[config.mk]
export PLATFORM = sky130hd
export DESIGN_NAME = usb_charger_detect_protect
export DESIGN_NICKNAME = d
export VERILOG_FILES = /design/src/rtl/usb_det_pkg.sv /design/src/rtl/event_flag.sv /design/src/rtl/usb_charger_detect_protect.sv
export VERILOG_INCLUDE_DIRS = /design/src /design/src/rtl
export SDC_FILE = /design/constraint.sdc
export NUM_CORES = 1
export LEC_CHECK = 0
export BUFFER_PORTS_ARGS = -buffer_cell sky130_fd_sc_hd__buf_2
export CORE_UTILIZATION = 50
export DETAILED_ROUTE_END_ITERATION = 12
export PLACE_DENSITY = 0.75
export SYNTH_ARGS = -nofsm -noshare
export SYNTH_HDL_FRONTEND = slang
export SYNTH_SLANG_ARGS = --single-unit
export TNS_END_PERCENT = 1
[constraint.sdc]
create_clock -name clk_in -period 2.05 [get_ports clk_in]
set_clock_uncertainty 0.15 [all_clocks]
set_input_delay 0.1025 -clock clk_in [delete_from_list [all_inputs] [get_ports clk_in]]
set_output_delay 0.1025 -clock clk_in [all_outputs]
set_load 0.01 [all_outputs]
[src/rtl/usb_det_map.svh]
// Function
// - Port and charger classification happens only while bus power is present.
// - Standard, charging and adapter ports auto-join host data paths and pass bus power.
// - Manual switch enable takes data switch states from the manual switch register.
// - Valid bus power closes the FET once detection completes, unless manual mode with FET field not 11.
// - Any recognised charger except a standard port drives charger detect low.
// - Car kit codes 00111 and 00011 keep switches open and assert charger detect.
// - Open ID: dedicated charger open and asserted, charging port closed, standard port closed.
// - Resistor code is reported regardless of switch state or bus power.
// - Auto-close and charger detect happen only while bus power is valid.
// - FET turns on when charger detection completes, independent of the data switches.
// - USB port detected with battery and I/O supply invalid applies D+ bias.
// - D+ bias is withdrawn on detach, I/O supply valid or battery above threshold.
// - Manual charge control bit 2 forces D+ bias, only while bus power valid.
// - Over-voltage disconnects input, sets interrupt bit and over-voltage status.
// - Over-voltage exit on voltage drop or detach raises interrupt, clears status.
// - Over-current with accessory-supplied power opens FET, sets interrupt and status.
// - Over-current exit on current drop or detach sets the interrupt bit again.
// - ID resistance change with ID sensing enabled raises an interrupt.
// - Powered audio accessory interrupts on bus power valid; host then sets switches.
// - Detach opens all switches and the FET, even in manual mode.
`ifndef USB_DET_MAP_SVH
`define USB_DET_MAP_SVH

`define OFF_CONTROL 8'h02
`define OFF_INT 8'h03
`define OFF_INT_MASK 8'h05
`define OFF_RES_CODE 8'h0a
`define OFF_STATUS 8'h0b
`define OFF_MAN_SW 8'h13
`define OFF_MAN_CHG 8'h14

`define CTL_MASK_BIT 0
`define CTL_MANUAL_BIT 1
`define CTL_IDDIS_BIT 2
`define CTL_RESET 8'h01

`define MAN_SW_RESET 8'h00
`define MAN_FET_CLOSED 2'h3
`define MAN_USB_BIT 2
`define MAN_MIC_VBUS_BIT 3
`define MAN_MIC_DP_BIT 4

`define MCC_RESET 8'h00
`define MCC_BIAS_BIT 2
`define INT_MASK_RESET 8'h00

`define INT_COUNT 4
`define INT_VBUS 0
`define INT_OVP 1
`define INT_OCP 2
`define INT_RES 3

`define STAT_VBUS 0
`define STAT_OVP 1
`define STAT_OCP 2
`define STAT_IDOPEN 3

`define CODE_OPEN 5'h00
`define CODE_CARKIT1 5'h07
`define CODE_CARKIT2 5'h03
`define CODE_ACA_A 5'h0a
`define CODE_ACA_B 5'h0d
`define CODE_ACA_C 5'h11

`endif

[src/rtl/usb_det_pkg.sv]
package usb_det_pkg;

    typedef enum logic [1:0] {PORT_NONE, PORT_SDP, PORT_CDP, PORT_DCP} port_type_t;

    typedef enum logic [1:0] {ST_IDLE, ST_DETECT, ST_ATTACHED} det_state_t;

    typedef struct packed {
        logic flag;
    } flag_state_t;

    typedef struct packed {
        det_state_t det_state;
        port_type_t port;
        logic [7:0] ctl;
        logic [7:0] man_sw;
        logic [7:0] mcc;
        logic [7:0] int_mask;
        logic overvoltage_flag;
        logic overcurrent_flag;
        logic bias;
        logic vbus_d;
        logic [4:0] code_d;
        logic usb_sw;
        logic mic_vbus;
        logic mic_dp;
        logic fet;
        logic chg_n;
        logic bias_pin;
        logic [7:0] rdata;
    } core_state_t;

endpackage

[src/rtl/event_flag.sv]
module event_flag (
    // Clock and reset
    input wire logic clk_in,
    input wire logic rst_in,
    // Event and clear
    input wire logic set_in,
    input wire logic clear_in,
    output logic flag_out
);

    usb_det_pkg::flag_state_t st_r;
    usb_det_pkg::flag_state_t st_nxt;

    // Set beats a clear in the same cycle so no event is lost
    always_comb begin
        st_nxt = st_r;
        if (set_in) begin
            st_nxt.flag = 1'b1;
        end else if (clear_in) begin
            st_nxt.flag = 1'b0;
        end
    end

    always_ff @(posedge clk_in) begin
        if (rst_in) begin
            st_r <= '0;
        end else begin
            st_r <= st_nxt;
        end
    end

    assign flag_out = st_r.flag;
endmodule

[src/rtl/usb_charger_detect_protect.sv]
`include "usb_det_map.svh"

module usb_charger_detect_protect (
    // Clock and reset
    input wire logic clk_in,
    input wire logic rst_in,
    // Register port
    input wire logic [7:0] reg_addr_in,
    input wire logic [7:0] reg_wdata_in,
    input wire logic reg_wr_in,
    input wire logic reg_rd_in,
    output logic [7:0] reg_rdata_out,
    // Connector sensing
    input wire logic bus_power_valid_in,
    input wire logic overvoltage_in,
    input wire logic overcurrent_in,
    input wire logic vbus_from_accessory_in,
    input wire logic id_open_status_in,
    input wire logic [4:0] resistor_code_in,
    input wire logic audio_attach_in,
    // Charger detection front end
    input wire logic bc_done_in,
    input wire usb_det_pkg::port_type_t bc_port_type_in,
    // Supplies
    input wire logic io_supply_valid_in,
    input wire logic battery_threshold_in,
    // Switch and pin controls
    output logic host_dplus_path_out,
    output logic host_dminus_path_out,
    output logic mic_to_bus_power_output,
    output logic mic_to_dplus_out,
    output logic bus_fet_on_out,
    output logic input_disconnect_out,
    output logic charger_detect_n_out,
    output logic dplus_bias_out,
    output logic interrupt_line_n_out
);

    usb_det_pkg::core_state_t st_r;
    usb_det_pkg::core_state_t st_nxt;
    logic [`INT_COUNT-1:0] int_set;
    logic [`INT_COUNT-1:0] int_flags;
    logic int_clear;
    logic detach;
    logic attached;
    logic man_en;
    logic auto_close;
    logic charger_rec;
    logic usb_port;

    function automatic logic is_carkit(input logic [4:0] code);
        return (code == `CODE_CARKIT1) || (code == `CODE_CARKIT2);
    endfunction

    function automatic logic is_aca(input logic [4:0] code);
        return (code == `CODE_ACA_A) || (code == `CODE_ACA_B) || (code == `CODE_ACA_C);
    endfunction

    assign detach = id_open_status_in && !bus_power_valid_in;
    assign attached = st_r.det_state == usb_det_pkg::ST_ATTACHED;
    assign man_en = st_r.ctl[`CTL_MANUAL_BIT];
    assign usb_port = attached && (st_r.port != usb_det_pkg::PORT_NONE);
    assign int_clear = reg_rd_in && (reg_addr_in == `OFF_INT);

    // Open-ID ports and adapters close; car kits and dedicated chargers stay open
    assign auto_close = bus_power_valid_in && attached && !is_carkit(resistor_code_in)
        && ((resistor_code_in == `CODE_OPEN && (st_r.port == usb_det_pkg::PORT_SDP
        || st_r.port == usb_det_pkg::PORT_CDP)) || is_aca(resistor_code_in));

    // Standard port never counts as a charger
    assign charger_rec = bus_power_valid_in && (is_carkit(resistor_code_in)
        || (attached && ((resistor_code_in == `CODE_OPEN && (st_r.port == usb_det_pkg::PORT_CDP
        || st_r.port == usb_det_pkg::PORT_DCP)) || is_aca(resistor_code_in))));

    always_comb begin
        st_nxt = st_r;
        int_set = '0;
        st_nxt.vbus_d = bus_power_valid_in;
        st_nxt.code_d = resistor_code_in;

        // Detection runs once per bus power session
        case (st_r.det_state)
            usb_det_pkg::ST_IDLE: begin
                if (bus_power_valid_in) begin
                    st_nxt.det_state = usb_det_pkg::ST_DETECT;
                end
            end
            usb_det_pkg::ST_DETECT: begin
                if (!bus_power_valid_in) begin
                    st_nxt.det_state = usb_det_pkg::ST_IDLE;
                    st_nxt.port = usb_det_pkg::PORT_NONE;
                end else if (bc_done_in) begin
                    st_nxt.det_state = usb_det_pkg::ST_ATTACHED;
                    st_nxt.port = bc_port_type_in;
                end
            end
            usb_det_pkg::ST_ATTACHED: begin
                if (!bus_power_valid_in) begin
                    st_nxt.det_state = usb_det_pkg::ST_IDLE;
                    st_nxt.port = usb_det_pkg::PORT_NONE;
                end
            end
            default: begin
                st_nxt.det_state = usb_det_pkg::ST_IDLE;
                st_nxt.port = usb_det_pkg::PORT_NONE;
            end
        endcase

        // Over-voltage shutdown
        if (st_r.overvoltage_flag) begin
            if (!overvoltage_in || detach) begin
                st_nxt.overvoltage_flag = 1'b0;
            end
        end else if (overvoltage_in && !detach) begin
            st_nxt.overvoltage_flag = 1'b1;
        end

        // Current limit only applies to accessory-supplied power through a closed FET
        if (st_r.overcurrent_flag) begin
            if (!overcurrent_in || detach) begin
                st_nxt.overcurrent_flag = 1'b0;
            end
        end else if (overcurrent_in && vbus_from_accessory_in && st_r.fet && !detach) begin
            st_nxt.overcurrent_flag = 1'b1;
        end

        // Dead battery D+ bias
        if (detach || io_supply_valid_in || battery_threshold_in) begin
            st_nxt.bias = 1'b0;
        end else if (usb_port && bus_power_valid_in) begin
            st_nxt.bias = 1'b1;
        end

        // Events, each a one-cycle set into its sticky flag
        int_set[`INT_VBUS] = st_r.vbus_d != bus_power_valid_in;
        int_set[`INT_OVP] = st_nxt.overvoltage_flag != st_r.overvoltage_flag;
        int_set[`INT_OCP] = st_nxt.overcurrent_flag != st_r.overcurrent_flag;
        // Removal is always reported, key presses only with sensing on
        int_set[`INT_RES] = (st_r.code_d != resistor_code_in)
            && (!st_r.ctl[`CTL_IDDIS_BIT] || resistor_code_in == `CODE_OPEN);

        // Outputs
        if (detach) begin
            st_nxt.usb_sw = 1'b0;
            st_nxt.mic_vbus = 1'b0;
            st_nxt.mic_dp = 1'b0;
        end else if (man_en) begin
            st_nxt.usb_sw = st_r.man_sw[`MAN_USB_BIT];
            st_nxt.mic_vbus = st_r.man_sw[`MAN_MIC_VBUS_BIT];
            st_nxt.mic_dp = st_r.man_sw[`MAN_MIC_DP_BIT];
        end else begin
            st_nxt.usb_sw = auto_close;
            st_nxt.mic_vbus = 1'b0;
            st_nxt.mic_dp = 1'b0;
        end
        // FET closes once detection is done, independent of the data switch state
        st_nxt.fet = !detach && bus_power_valid_in && attached && !st_r.overvoltage_flag && !st_r.overcurrent_flag
            && (!man_en || st_r.man_sw[1:0] == `MAN_FET_CLOSED);
        st_nxt.chg_n = !charger_rec;
        st_nxt.bias_pin = st_nxt.bias || (st_r.mcc[`MCC_BIAS_BIT] && bus_power_valid_in);

        // Register writes
        if (reg_wr_in) begin
            if (reg_addr_in == `OFF_CONTROL) begin
                st_nxt.ctl = reg_wdata_in;
            end else if (reg_addr_in == `OFF_INT_MASK) begin
                st_nxt.int_mask = reg_wdata_in;
            end else if (reg_addr_in == `OFF_MAN_SW) begin
                st_nxt.man_sw = reg_wdata_in;
            end else if (reg_addr_in == `OFF_MAN_CHG) begin
                st_nxt.mcc = reg_wdata_in;
            end
        end

        // Register reads, unmapped addresses return zero
        if (reg_rd_in) begin
            if (reg_addr_in == `OFF_CONTROL) begin
                st_nxt.rdata = st_r.ctl;
            end else if (reg_addr_in == `OFF_INT) begin
                st_nxt.rdata = {{(8-`INT_COUNT){1'b0}}, int_flags};
            end else if (reg_addr_in == `OFF_INT_MASK) begin
                st_nxt.rdata = st_r.int_mask;
            end else if (reg_addr_in == `OFF_RES_CODE) begin
                st_nxt.rdata = {3'h0, resistor_code_in};
            end else if (reg_addr_in == `OFF_STATUS) begin
                st_nxt.rdata = {4'h0, id_open_status_in, st_r.overcurrent_flag, st_r.overvoltage_flag, bus_power_valid_in};
            end else if (reg_addr_in == `OFF_MAN_SW) begin
                st_nxt.rdata = st_r.man_sw;
            end else if (reg_addr_in == `OFF_MAN_CHG) begin
                st_nxt.rdata = st_r.mcc;
            end else begin
                st_nxt.rdata = 8'h00;
            end
        end
    end

    always_ff @(posedge clk_in) begin
        if (rst_in) begin
            st_r <= '0;
            st_r.det_state <= usb_det_pkg::ST_IDLE;
            st_r.port <= usb_det_pkg::PORT_NONE;
            st_r.ctl <= `CTL_RESET;
            st_r.man_sw <= `MAN_SW_RESET;
            st_r.mcc <= `MCC_RESET;
            st_r.int_mask <= `INT_MASK_RESET;
            st_r.chg_n <= 1'b1;
        end else begin
            st_r <= st_nxt;
        end
    end

    // Read of the interrupt register clears every flag not set in the same cycle
    genvar gi;
    generate
        for (gi = 0; gi < `INT_COUNT; gi = gi + 1) begin : g_int
            event_flag u_flag (
                .clk_in(clk_in),
                .rst_in(rst_in),
                .set_in(int_set[gi]),
                .clear_in(int_clear),
                .flag_out(int_flags[gi])
            );
        end
    endgenerate

    // Line stays quiet until software clears the global mask
    assign interrupt_line_n_out = !((|(int_flags & ~st_r.int_mask[`INT_COUNT-1:0]))
        && !st_r.ctl[`CTL_MASK_BIT]);
    assign reg_rdata_out = st_r.rdata;
    assign host_dplus_path_out = st_r.usb_sw;
    assign host_dminus_path_out = st_r.usb_sw;
    assign mic_to_bus_power_output = st_r.mic_vbus;
    assign mic_to_dplus_out = st_r.mic_dp;
    assign bus_fet_on_out = st_r.fet;
    assign input_disconnect_out = st_r.overvoltage_flag;
    assign charger_detect_n_out = st_r.chg_n;
    assign dplus_bias_out = st_r.bias_pin;
endmodule

# == Word-level counts from Yosys, hierarchy flattened ==
# Index checks and enable logic that the tools add are counted.
# totals
register_bits,63
inputBits,36
output_inout_bits,17
wordCells,147
# op_classes
eq_ne,25
n_mux,27
n_bitwise,7
reduce_logical,66
# op_table
op,n
$mux 8,7
$logic_and 1x1->1,23
$eq 8x2->1 const B,2
$eq 8x4->1 const B,2
$eq 8x5->1 const B,2
$logic_or 1x1->1,15
$mux 1,13
$logic_not 1->1,12
$mux 4,3
$pmux 2 s3,2
$eq 5x4->1 const B,2
$reduce_bool 2->1,5
$reduce_and 3->1,3
$eq 2x2->1 const B,4
$eq 8x3->1 const B,1
$eq 5x2->1 const B,1
$eq 5x3->1 const B,1
$eq 5x5->1 const B,1
$logic_not 5->1,1
$ne 5x5->1,1
$not 1->1,5
$reduce_and 5->1,1
$and 4x4->4,1
$eq 2x1->1 const B,2
other kinds (12),15

# == Depth between registers and ports, before layout ==
# Gate-level depths: netlist of run 1.
# logic_depth
word_depth,8
depth_mapped,7
mapped_depth_nobuf,7

# == By module ==
# From an unflattened synthesis of run 1, not the netlist that was laid out.
# unflattened
hier_cells,354
hier_area_um2,3250.6
# by_module_without_submodules
mod,n_inst,cells_per_inst,area_each_um2,seq_area_each_um2
usb_charger_detect_protect,1,338,3095.5,1181.1
event_flag,4,4,38.8,20.0

# == Worst setup path after synthesis of run 1 ==
# OpenSTA, ideal clock, no wires.
# synth_timing
path_type,input to register
from,input reg_addr_in[5]
to,register st_r[31] in the netlist's numbering
arrival_time_ns,1.694
required_time_ns,1.772
path_slack_ns,0.078
stages,6
path_cell_list,or4b_4 > or2_1 > buf_6 > nor4_4 > mux2i_1 > nor2_1
# synth_between
elab_chain_len,3
word_cells_on_any_way,8
cone_classes,eq/ne: 4; bitwise: 3; reduce/logical: 1
# synth_rtl
element,line_no,source
from (decl),usb_charger_detect_protect.sv:8,"input wire logic [7:0] reg_addr_in,"
$eq 8x5->1 (no source line) (tied with other cells),n/a,
$not 1->1 (no source line),n/a,
$reduce_and 5->1 (no source line) *,n/a,
to (signal assigned),usb_charger_detect_protect.sv:208,st_r <= st_nxt;
to (decl),usb_charger_detect_protect.sv:39,usb_det_pkg::core_state_t st_r;
# Mark *: on every way between the ends. The rest lies on a longest branch, timed or not.
# A chain may end at the register's enable or synchronous reset.

# == Worst setup path after layout of run 1 ==
# layout_timing
from,input id_open_status_in
to,register st_r (netlist bit dplus_bias_out)
# layout_between
elab_chain_len,5
# layout_rtl
element,line_no,source
from (decl),usb_charger_detect_protect.sv:18,"input wire logic id_open_status_in,"
$logic_and 1x1->1,usb_charger_detect_protect.sv:59,assign detach = id_open_status_in && !bus_power_valid_in;
$logic_or 1x1->1 (2 in series),usb_charger_detect_protect.sv:128,if (detach || io_supply_valid_in || battery_threshold_in) begin
$mux 1,usb_charger_detect_protect.sv:128,
$logic_or 1x1->1,usb_charger_detect_protect.sv:160,st_nxt.bias_pin = st_nxt.bias || (st_r.mcc[`MCC_BIAS_BIT] && bus_power_valid_in);
# No other way between the ends.

==> flow_summary_export.csv, run 1 <==
group,metric,value,unit
worst_hold_path,hold_class,"input port to flip-flop",
sta,worstMarginPinSlew,0.579,ns
place,globalplace.congestion,0.863,
logic_synthesis,synth_top_area_share,41.2,%
layout,drive_above_1_share,21.2,%
floorplanning,core_area,0.00592,mm^2
layout,final_util,64.9,%
worst_setup_path,path_cells,"dlygate4sd3_1, buf_2, nand2b_1, nor2b_2, nor4b_1, dlygate4sd3_1, a21o_1",
sta,slew_violations,0,
clock_network,clock-sinks,63,
global_route,grt_usage,26.1,%
power,seqPwrFrac,45.1,%
power,switching_power,0.631,mW
layout,fin_area,0.00384,mm^2
worst_setup_path,end_kind,"flip-flop",
sta,fmax,516,MHz
logic_synthesis,synth-seq-cells,63,
logic_synthesis,syn_area,0.00306,mm^2
routing,drt_iter0_markers,154,
clock_network,clk_pin_slew,0.07,ns
logic_synthesis,async_reset_ff_share,0,%
worst_setup_path,start_kind,"input port",
sta,fin_ws,0.112,ns
place,place_ws,-0.00567,ns
sta,min_period,1.94,ns
clock_network,root_buffer,"clkbuf_8",
logic_synthesis,synth-main-ff-cell,"dfxtp_1",
worst_hold_path,whs_path_depth,2,
global_route,first_global_vias,2684,
floorplanning,row_count,28,
clock_network,clk_latency,0.35,ns
logic_synthesis,synth_area_leaders,"dfxtp_1, mux2i_1, nand2_1, a21oi_1, nor2_1",
worst_setup_path,critPathBufInv,3,
sta,setup-tns-final,0,ns
layout,nets,470,
power,pwr_density_cell,727,mW/mm^2
flow_run,maxCapViolations,0,
worst_setup_path,setup.worst_path.class,"input port to flip-flop",
worst_setup_path,path_common_cell,"dlygate4sd3_1",
layout,diodes,0,
logic_synthesis,yosysWarningCount,0,
logic_synthesis,synth_area_leader_cell,"dfxtp_1",
power,switching_share,22.6,%
sta,hold_slack,0.0140,ns
worst_hold_path,worstHoldEndpoint,"reg_rdata_out[4]",
place,portBuffers,51,
clock_network,cts_tree,"yes",
logic_synthesis,netlist_top_cells_count,"dfxtp_1, nand2_1, a21oi_1, nor2_1, clkbuf_1",
sta,fin_crit_sh,94.5,%
global_route,antenna_found_initial,0,
worst_setup_path,cpLargestDelayFamily,"buffers and inverters",
logic_synthesis,syn-instance-count,361,
routing,ant_nets,0,
power,pwr-share-comb,8.9,%
routing,via_per_inst,5.59,
worst_setup_path,cpPeakStageDelay,0.61,ns
global_route,grt.overflow.total,0,
logic_synthesis,syn_avg_cell_area,8.48,um^2
routing,first_pass_iters,6,
worst_setup_path,crit_required,2.19,ns
worst_setup_path,r2r_cells,5,
worst_hold_path,holdCritStartpoint,"reg_rd_in",
sta,max_slew_margin,60.9,%
floorplanning,dieArea,0.00644,mm^2
routing,wire_per_inst,15.3,um
logic_synthesis,synth_edf_count,0,
power,clkPwrFrac,45.9,%
floorplanning,die_y,80.2,um
power,p_leak,1.49,nW
place,hpwl,5430,um
floorplanning,start_util,51.7,%
layout,area_growth,25.5,%
worst_setup_path,regToRegEndpoint,"dplus_bias_out",
global_route,grt_max_degree,52,
power,power.total,2.79,mW
place,dpl-instance-area,0.00336,mm^2
power,p_int,2.16,mW
power,irDropWorstVdd,0.409,mV
floorplanning,ioPinCount,53,
floorplanning,dieWidth,80.2,um
logic_synthesis,syn-num-nets,402,
logic_synthesis,synth_cell_types,46,
sta,setup_viol,0,
routing,drt-total-wl,7790,um
sta,finalHoldViolations,0,
worst_setup_path,r2r_setup_slack,0.14,ns
worst_setup_path,slowest_stage,"dlygate4sd3_1",
routing,vias,2844,
place,dp_cells,469,
worst_setup_path,cp_max_fo,5,
clock_network,numCtsBuffers,9,
worst_setup_path,worstPathArrival,2.08,ns
status,outcome,"finished clean",
global_route,grt_pass1_wl,12600,um
clock_network,clockBufferDepth,2,
sta,rsz0062_at_grt,"no",
routing,drc,0,
logic_synthesis,synth.most_common_cell,"dfxtp_1",
worst_setup_path,reg2reg_from,"st_r[58]",
clock_network,htreeDepth,3,
logic_synthesis,ys_seq_area_share,41.2,%
layout,stdcell_count,509,
[power groups by stage]
stage | Sequential [mW] | Clock, mW | Combinational [mW]
after floorplan | 1.28 | 0 | 0.142
after global placement | 1.29 | 0 | 0.211
after detailed placement | 1.29 | 0 | 0.215
after CTS | 1.26 | 1.30 | 0.246
after global routing | 1.26 | 1.36 | 0.274
final | 1.26 | 1.28 | 0.250
[kinds of logic (layout without fill, tap and decap cells)]
family                   after synthesis  in the layout  share of synthesized area, %
AO/OA/AOI/OAI                         85             85                          17.5
XOR/XNOR                               6              6                          1.72
adder cells (fa/ha/maj)                5              5                          2.04
buffers and inverters                 44            117                          6.79
flip-flops                            63             63                          41.2
multiplexers                          22             22                          7.36
AND/OR/NAND/NOR                      136            136                          23.4
[how the worst max path moves through the flow]
stage / cells past startpoint / startpoint / endpoint
floorplan: 6 / reg_addr_in[5] / st_r[31]
global placement: 7 / reg_addr_in[5] / st_r[25]
detailed placement: 6 / reg_addr_in[5] / st_r[53]
CTS: 7 / id_open_status_in / dplus_bias_out
global route: 7 / st_r[55] / dplus_bias_out
finish: 7 / id_open_status_in / dplus_bias_out
[worst register-to-register path, cell delays in order, from the launching register on]
cell	delay, ns
dfxtp_1	0.36
nor2b_2	0.26
a31oi_1	0.12
nor4b_1	0.27
dlygate4sd3_1	0.61
a21o_1	0.09
[layer usage]
| metal | GRT usage, % | vias up | share of wire [%] |
|---|---|---|---|
| li1 | - | 1404 | - |
| met1 | 33.5 | 1350 | 45 |
| met2 | 40.9 | 81 | 48 |
| met3 | 7.27 | 9 | 5.8 |
| met4 | 10.7 | 0 | 1.1 |
| met5 | 0 | - | 0 |
[repair_timing]
item / 4_1_cts / 5_1_grt
setup endpoints to repair: 0 / 1
hold endpoints to repair: 47 / 0
buffers inserted: 0 / 0
hold buffers: 24 / 0
resized for setup: 0 / 2
[cells in the final DEF, fill, tap and decap left out, types with 11 or more instances in the layout]
cell type      count
mux2i_1           18
buf_4             16
nor2_1            30
a21oi_1           30
dlygate4sd3_1     24
buf_2             51
nand3_1           11
nand2_1           44
nor2b_1           11
dfxtp_1           63
[area by class of cell]
type | count | area [um^2]
sequential | 63 | 1260
timing repair buffer | 91 | 616
clock inverter | 6 | 109
clock buffer | 10 | 128
multi-input combinational | 254 | 1600
inverter | 10 | 37.5
fill | 511 | 2080
tap | 75 | 93.8
[registers in the layout (all words and copies together) (netlist names)]
name	flops
bus_fet_on_out	1
charger_detect_n_out	1
dplus_bias_out	1
g_int.u_flag.flag_out	4
host_dminus_path_out	1
input_disconnect_out	1
man_en	1
mic_to_bus_power_output	1
mic_to_dplus_out	1
reg_rdata_out	8
st_r	43
No activity file was read; power rests on OpenSTA's default activity.
==> inputs of run 2 (changes only) <==
--- a/config.mk
+++ b/config.mk
@@ -9,6 +9,7 @@
 export BUFFER_PORTS_ARGS = -buffer_cell sky130_fd_sc_hd__buf_2
 export CORE_UTILIZATION = 50
 export DETAILED_ROUTE_END_ITERATION = 12
+export HOLD_SLACK_MARGIN = 0.12
 export PLACE_DENSITY = 0.75
 export SYNTH_ARGS = -nofsm -noshare
 export SYNTH_HDL_FRONTEND = slang
==> run 2 against run 1 <==
  * Non-clock buffer count rose by 6
  * Via count rose by 1.3%
  * Count of clock-buffer cells in the layout did not move
  * Clock power barely moved
  * Sequential share of layout area fell by 0.51 points
  * Die area did not move
  * Sequential cell count did not move
  * Sequential power barely moved
  * Critical path type unchanged
==> flow_summary_export.csv, run 2 (synthesis results as in run 1) <==
group,metric,value,unit
global_route,grt_pass1_wl,12800,um
power,pwr-share-comb,9.3,%
worst_hold_path,hold_class,"input port to flip-flop",
power,switching_power,0.633,mW
floorplanning,dieArea,0.00644,mm^2
place,globalplace.congestion,0.863,
global_route,first_global_vias,2728,
power,p_int,2.17,mW
floorplanning,row_count,28,
worst_setup_path,path_cells,"dlygate4sd3_1, buf_2, nand2b_1, nor2b_2, nor4b_1, dlygate4sd3_1, a21o_1",
layout,layout_commonest_cell,"dfxtp_1",
worst_setup_path,path_common_cell,"dlygate4sd3_1",
layout,final_cell_mix,"dfxtp_1, buf_2, nand2_1",
sta,worstMarginPinSlew,0.582,ns
worst_setup_path,setup.worst_path.class,"input port to flip-flop",
clock_network,root_buffer,"clkbuf_8",
routing,wire_per_inst,15.5,um
routing,vias,2882,
floorplanning,core_area,0.00592,mm^2
worst_setup_path,slowest_stage,"dlygate4sd3_1",
worst_hold_path,holdCritStartpoint,"reg_addr_in[3]",
floorplanning,start_util,51.7,%
clock_network,postCtsSetupRepairBufs,0,
routing,drt_iter0_markers,152,
sta,setup-tns-final,0,ns
floorplanning,dieWidth,80.2,um
worst_setup_path,cpLargestDelayFamily,"buffers and inverters",
worst_setup_path,regToRegEndpoint,"dplus_bias_out",
sta,fin_crit_sh,96.1,%
routing,ant_nets,0,
sta,slew_violations,0,
worst_setup_path,crit_required,2.19,ns
layout,drive_above_1_share,20.9,%
clock_network,htreeDepth,3,
worst_setup_path,start_kind,"input port",
clock_network,clk_latency,0.35,ns
routing,via_per_inst,5.60,
clock_network,clk_pin_slew,0.07,ns
power,clkPwrFrac,45.8,%
global_route,antenna_found_initial,0,
layout,nets,476,
worst_setup_path,cp_max_fo,5,
power,p_leak,1.52,nW
clock_network,numCtsBuffers,9,
global_route,grt_max_degree,52,
sta,min_period,1.97,ns
place,dp_cells,469,
power,power.total,2.80,mW
sta,finalHoldViolations,0,
clock_network,cts_tree,"yes",
layout,diodes,0,
worst_setup_path,startpoint,"id_open_status_in",
worst_setup_path,end_kind,"flip-flop",
layout,area_growth,27.5,%
floorplanning,die_y,80.2,um
worst_hold_path,whs_path_depth,5,
clock_network,clockBufferDepth,2,
routing,first_pass_iters,6,
worst_hold_path,worstHoldEndpoint,"g_int[2].u_flag.flag_out",
worst_setup_path,worstPathArrival,2.11,ns
worst_setup_path,critPathBufInv,3,
layout,regMostFlops,"st_r",
power,irDropWorstVdd,0.411,mV
worst_setup_path,r2r_cells,7,
layout,largest_reg_flops,43,
power,pwr_density_cell,718,mW/mm^2
sta,fmax,508,MHz
layout,stdcell_count,515,
global_route,grt_usage,26.5,%
flow_run,maxCapViolations,0,
routing,drc,0,
floorplanning,ioPinCount,53,
worst_setup_path,reg2reg_from,"st_r[56]",
place,hpwl,5430,um
clock_network,clock-sinks,63,
global_route,grt.overflow.total,0,
layout,fill_cells,501,
routing,drt-total-wl,7970,um
worst_setup_path,r2r_setup_slack,0.16,ns
power,switching_share,22.6,%
status,outcome,"finished clean",
power,seqPwrFrac,45.0,%
sta,max_slew_margin,60.7,%
worst_setup_path,cpPeakStageDelay,0.61,ns
layout,final_util,65.9,%
sta,setup_viol,0,
place,portBuffers,51,
[run 2: changes by cell type in the layout (fill, tap and decap cells not counted), sizes merged]
cell / before / now
dlygate4sd3: 24 / 30
[run 2: timing repair]
item | CTS | global route
hold endpoints to repair | 61 | 0
hold buffers | 30 | 0
endpoints found under the setup margin | 0 | 2
resized for setup | 0 | 2
[run 2: worst max-delay path by stage]
| stage | end | slack [ns] | cells after the start |
|---|---|---|---|
| detailed placement | st_r[53] | -0.006 | 6 |
| CTS | dplus_bias_out | 0.06 | 7 |
| finish | dplus_bias_out | 0.08 | 7 |
| global route | dplus_bias_out | -0.007 | 7 |
| floorplan | st_r[31] | 0.08 | 6 |
| global placement | st_r[25] | 0.04 | 7 |
[run 2: layout make-up]
| type | count | area, um^2 | share of cell area [%] |
|---|---|---|---|
| clock buffers | 10 | 128 | 3.27 |
| clock inverters | 6 | 109 | 2.79 |
| inverters | 10 | 37.5 | 0.962 |
| multi-input cells | 254 | 1600 | 40.9 |
| flip-flops and latches | 63 | 1260 | 32.3 |
| well taps | 75 | 93.8 | 2.41 |
| repair buffers | 97 | 676 | 17.3 |
[run 2: power by group through the flow]
stage | Combinational, mW | Sequential, mW | Clock (mW)
after detailed placement | 0.215 | 1.29 | 0
after global placement | 0.211 | 1.29 | 0
after global routing | 0.285 | 1.26 | 1.36
after floorplan | 0.142 | 1.28 | 0
after CTS | 0.255 | 1.26 | 1.30
final | 0.260 | 1.26 | 1.28
[run 2: tightest hold or removal path: stages]
cell and delay, ns:
buf_2 0.20, nor3_2 0.08, nand3_1 0.11, a221oi_1 0.09
nor2_1 0.08
[run 2: through the flow]
step,setup WS (ns),area (um^2),hold slack (ns)
finish,0.0809,3900,0.196
global route,-0.00748,3900,0.234
CTS,0.0575,3900,0.164
detailed placement,-0.00567,3360,0.141
global placement,0.0409,3360,0.141
floorplan,0.0781,3060,0.0424
[run 2: per-layer routing]
metal	up-vias	global-route usage (%)	part of all wire [%]
li1	1416	-	-
met1	1376	33.9	45
met5	-	0	0
met3	15	7.61	5.0
met4	0	10.9	1.6
met2	75	41.7	48
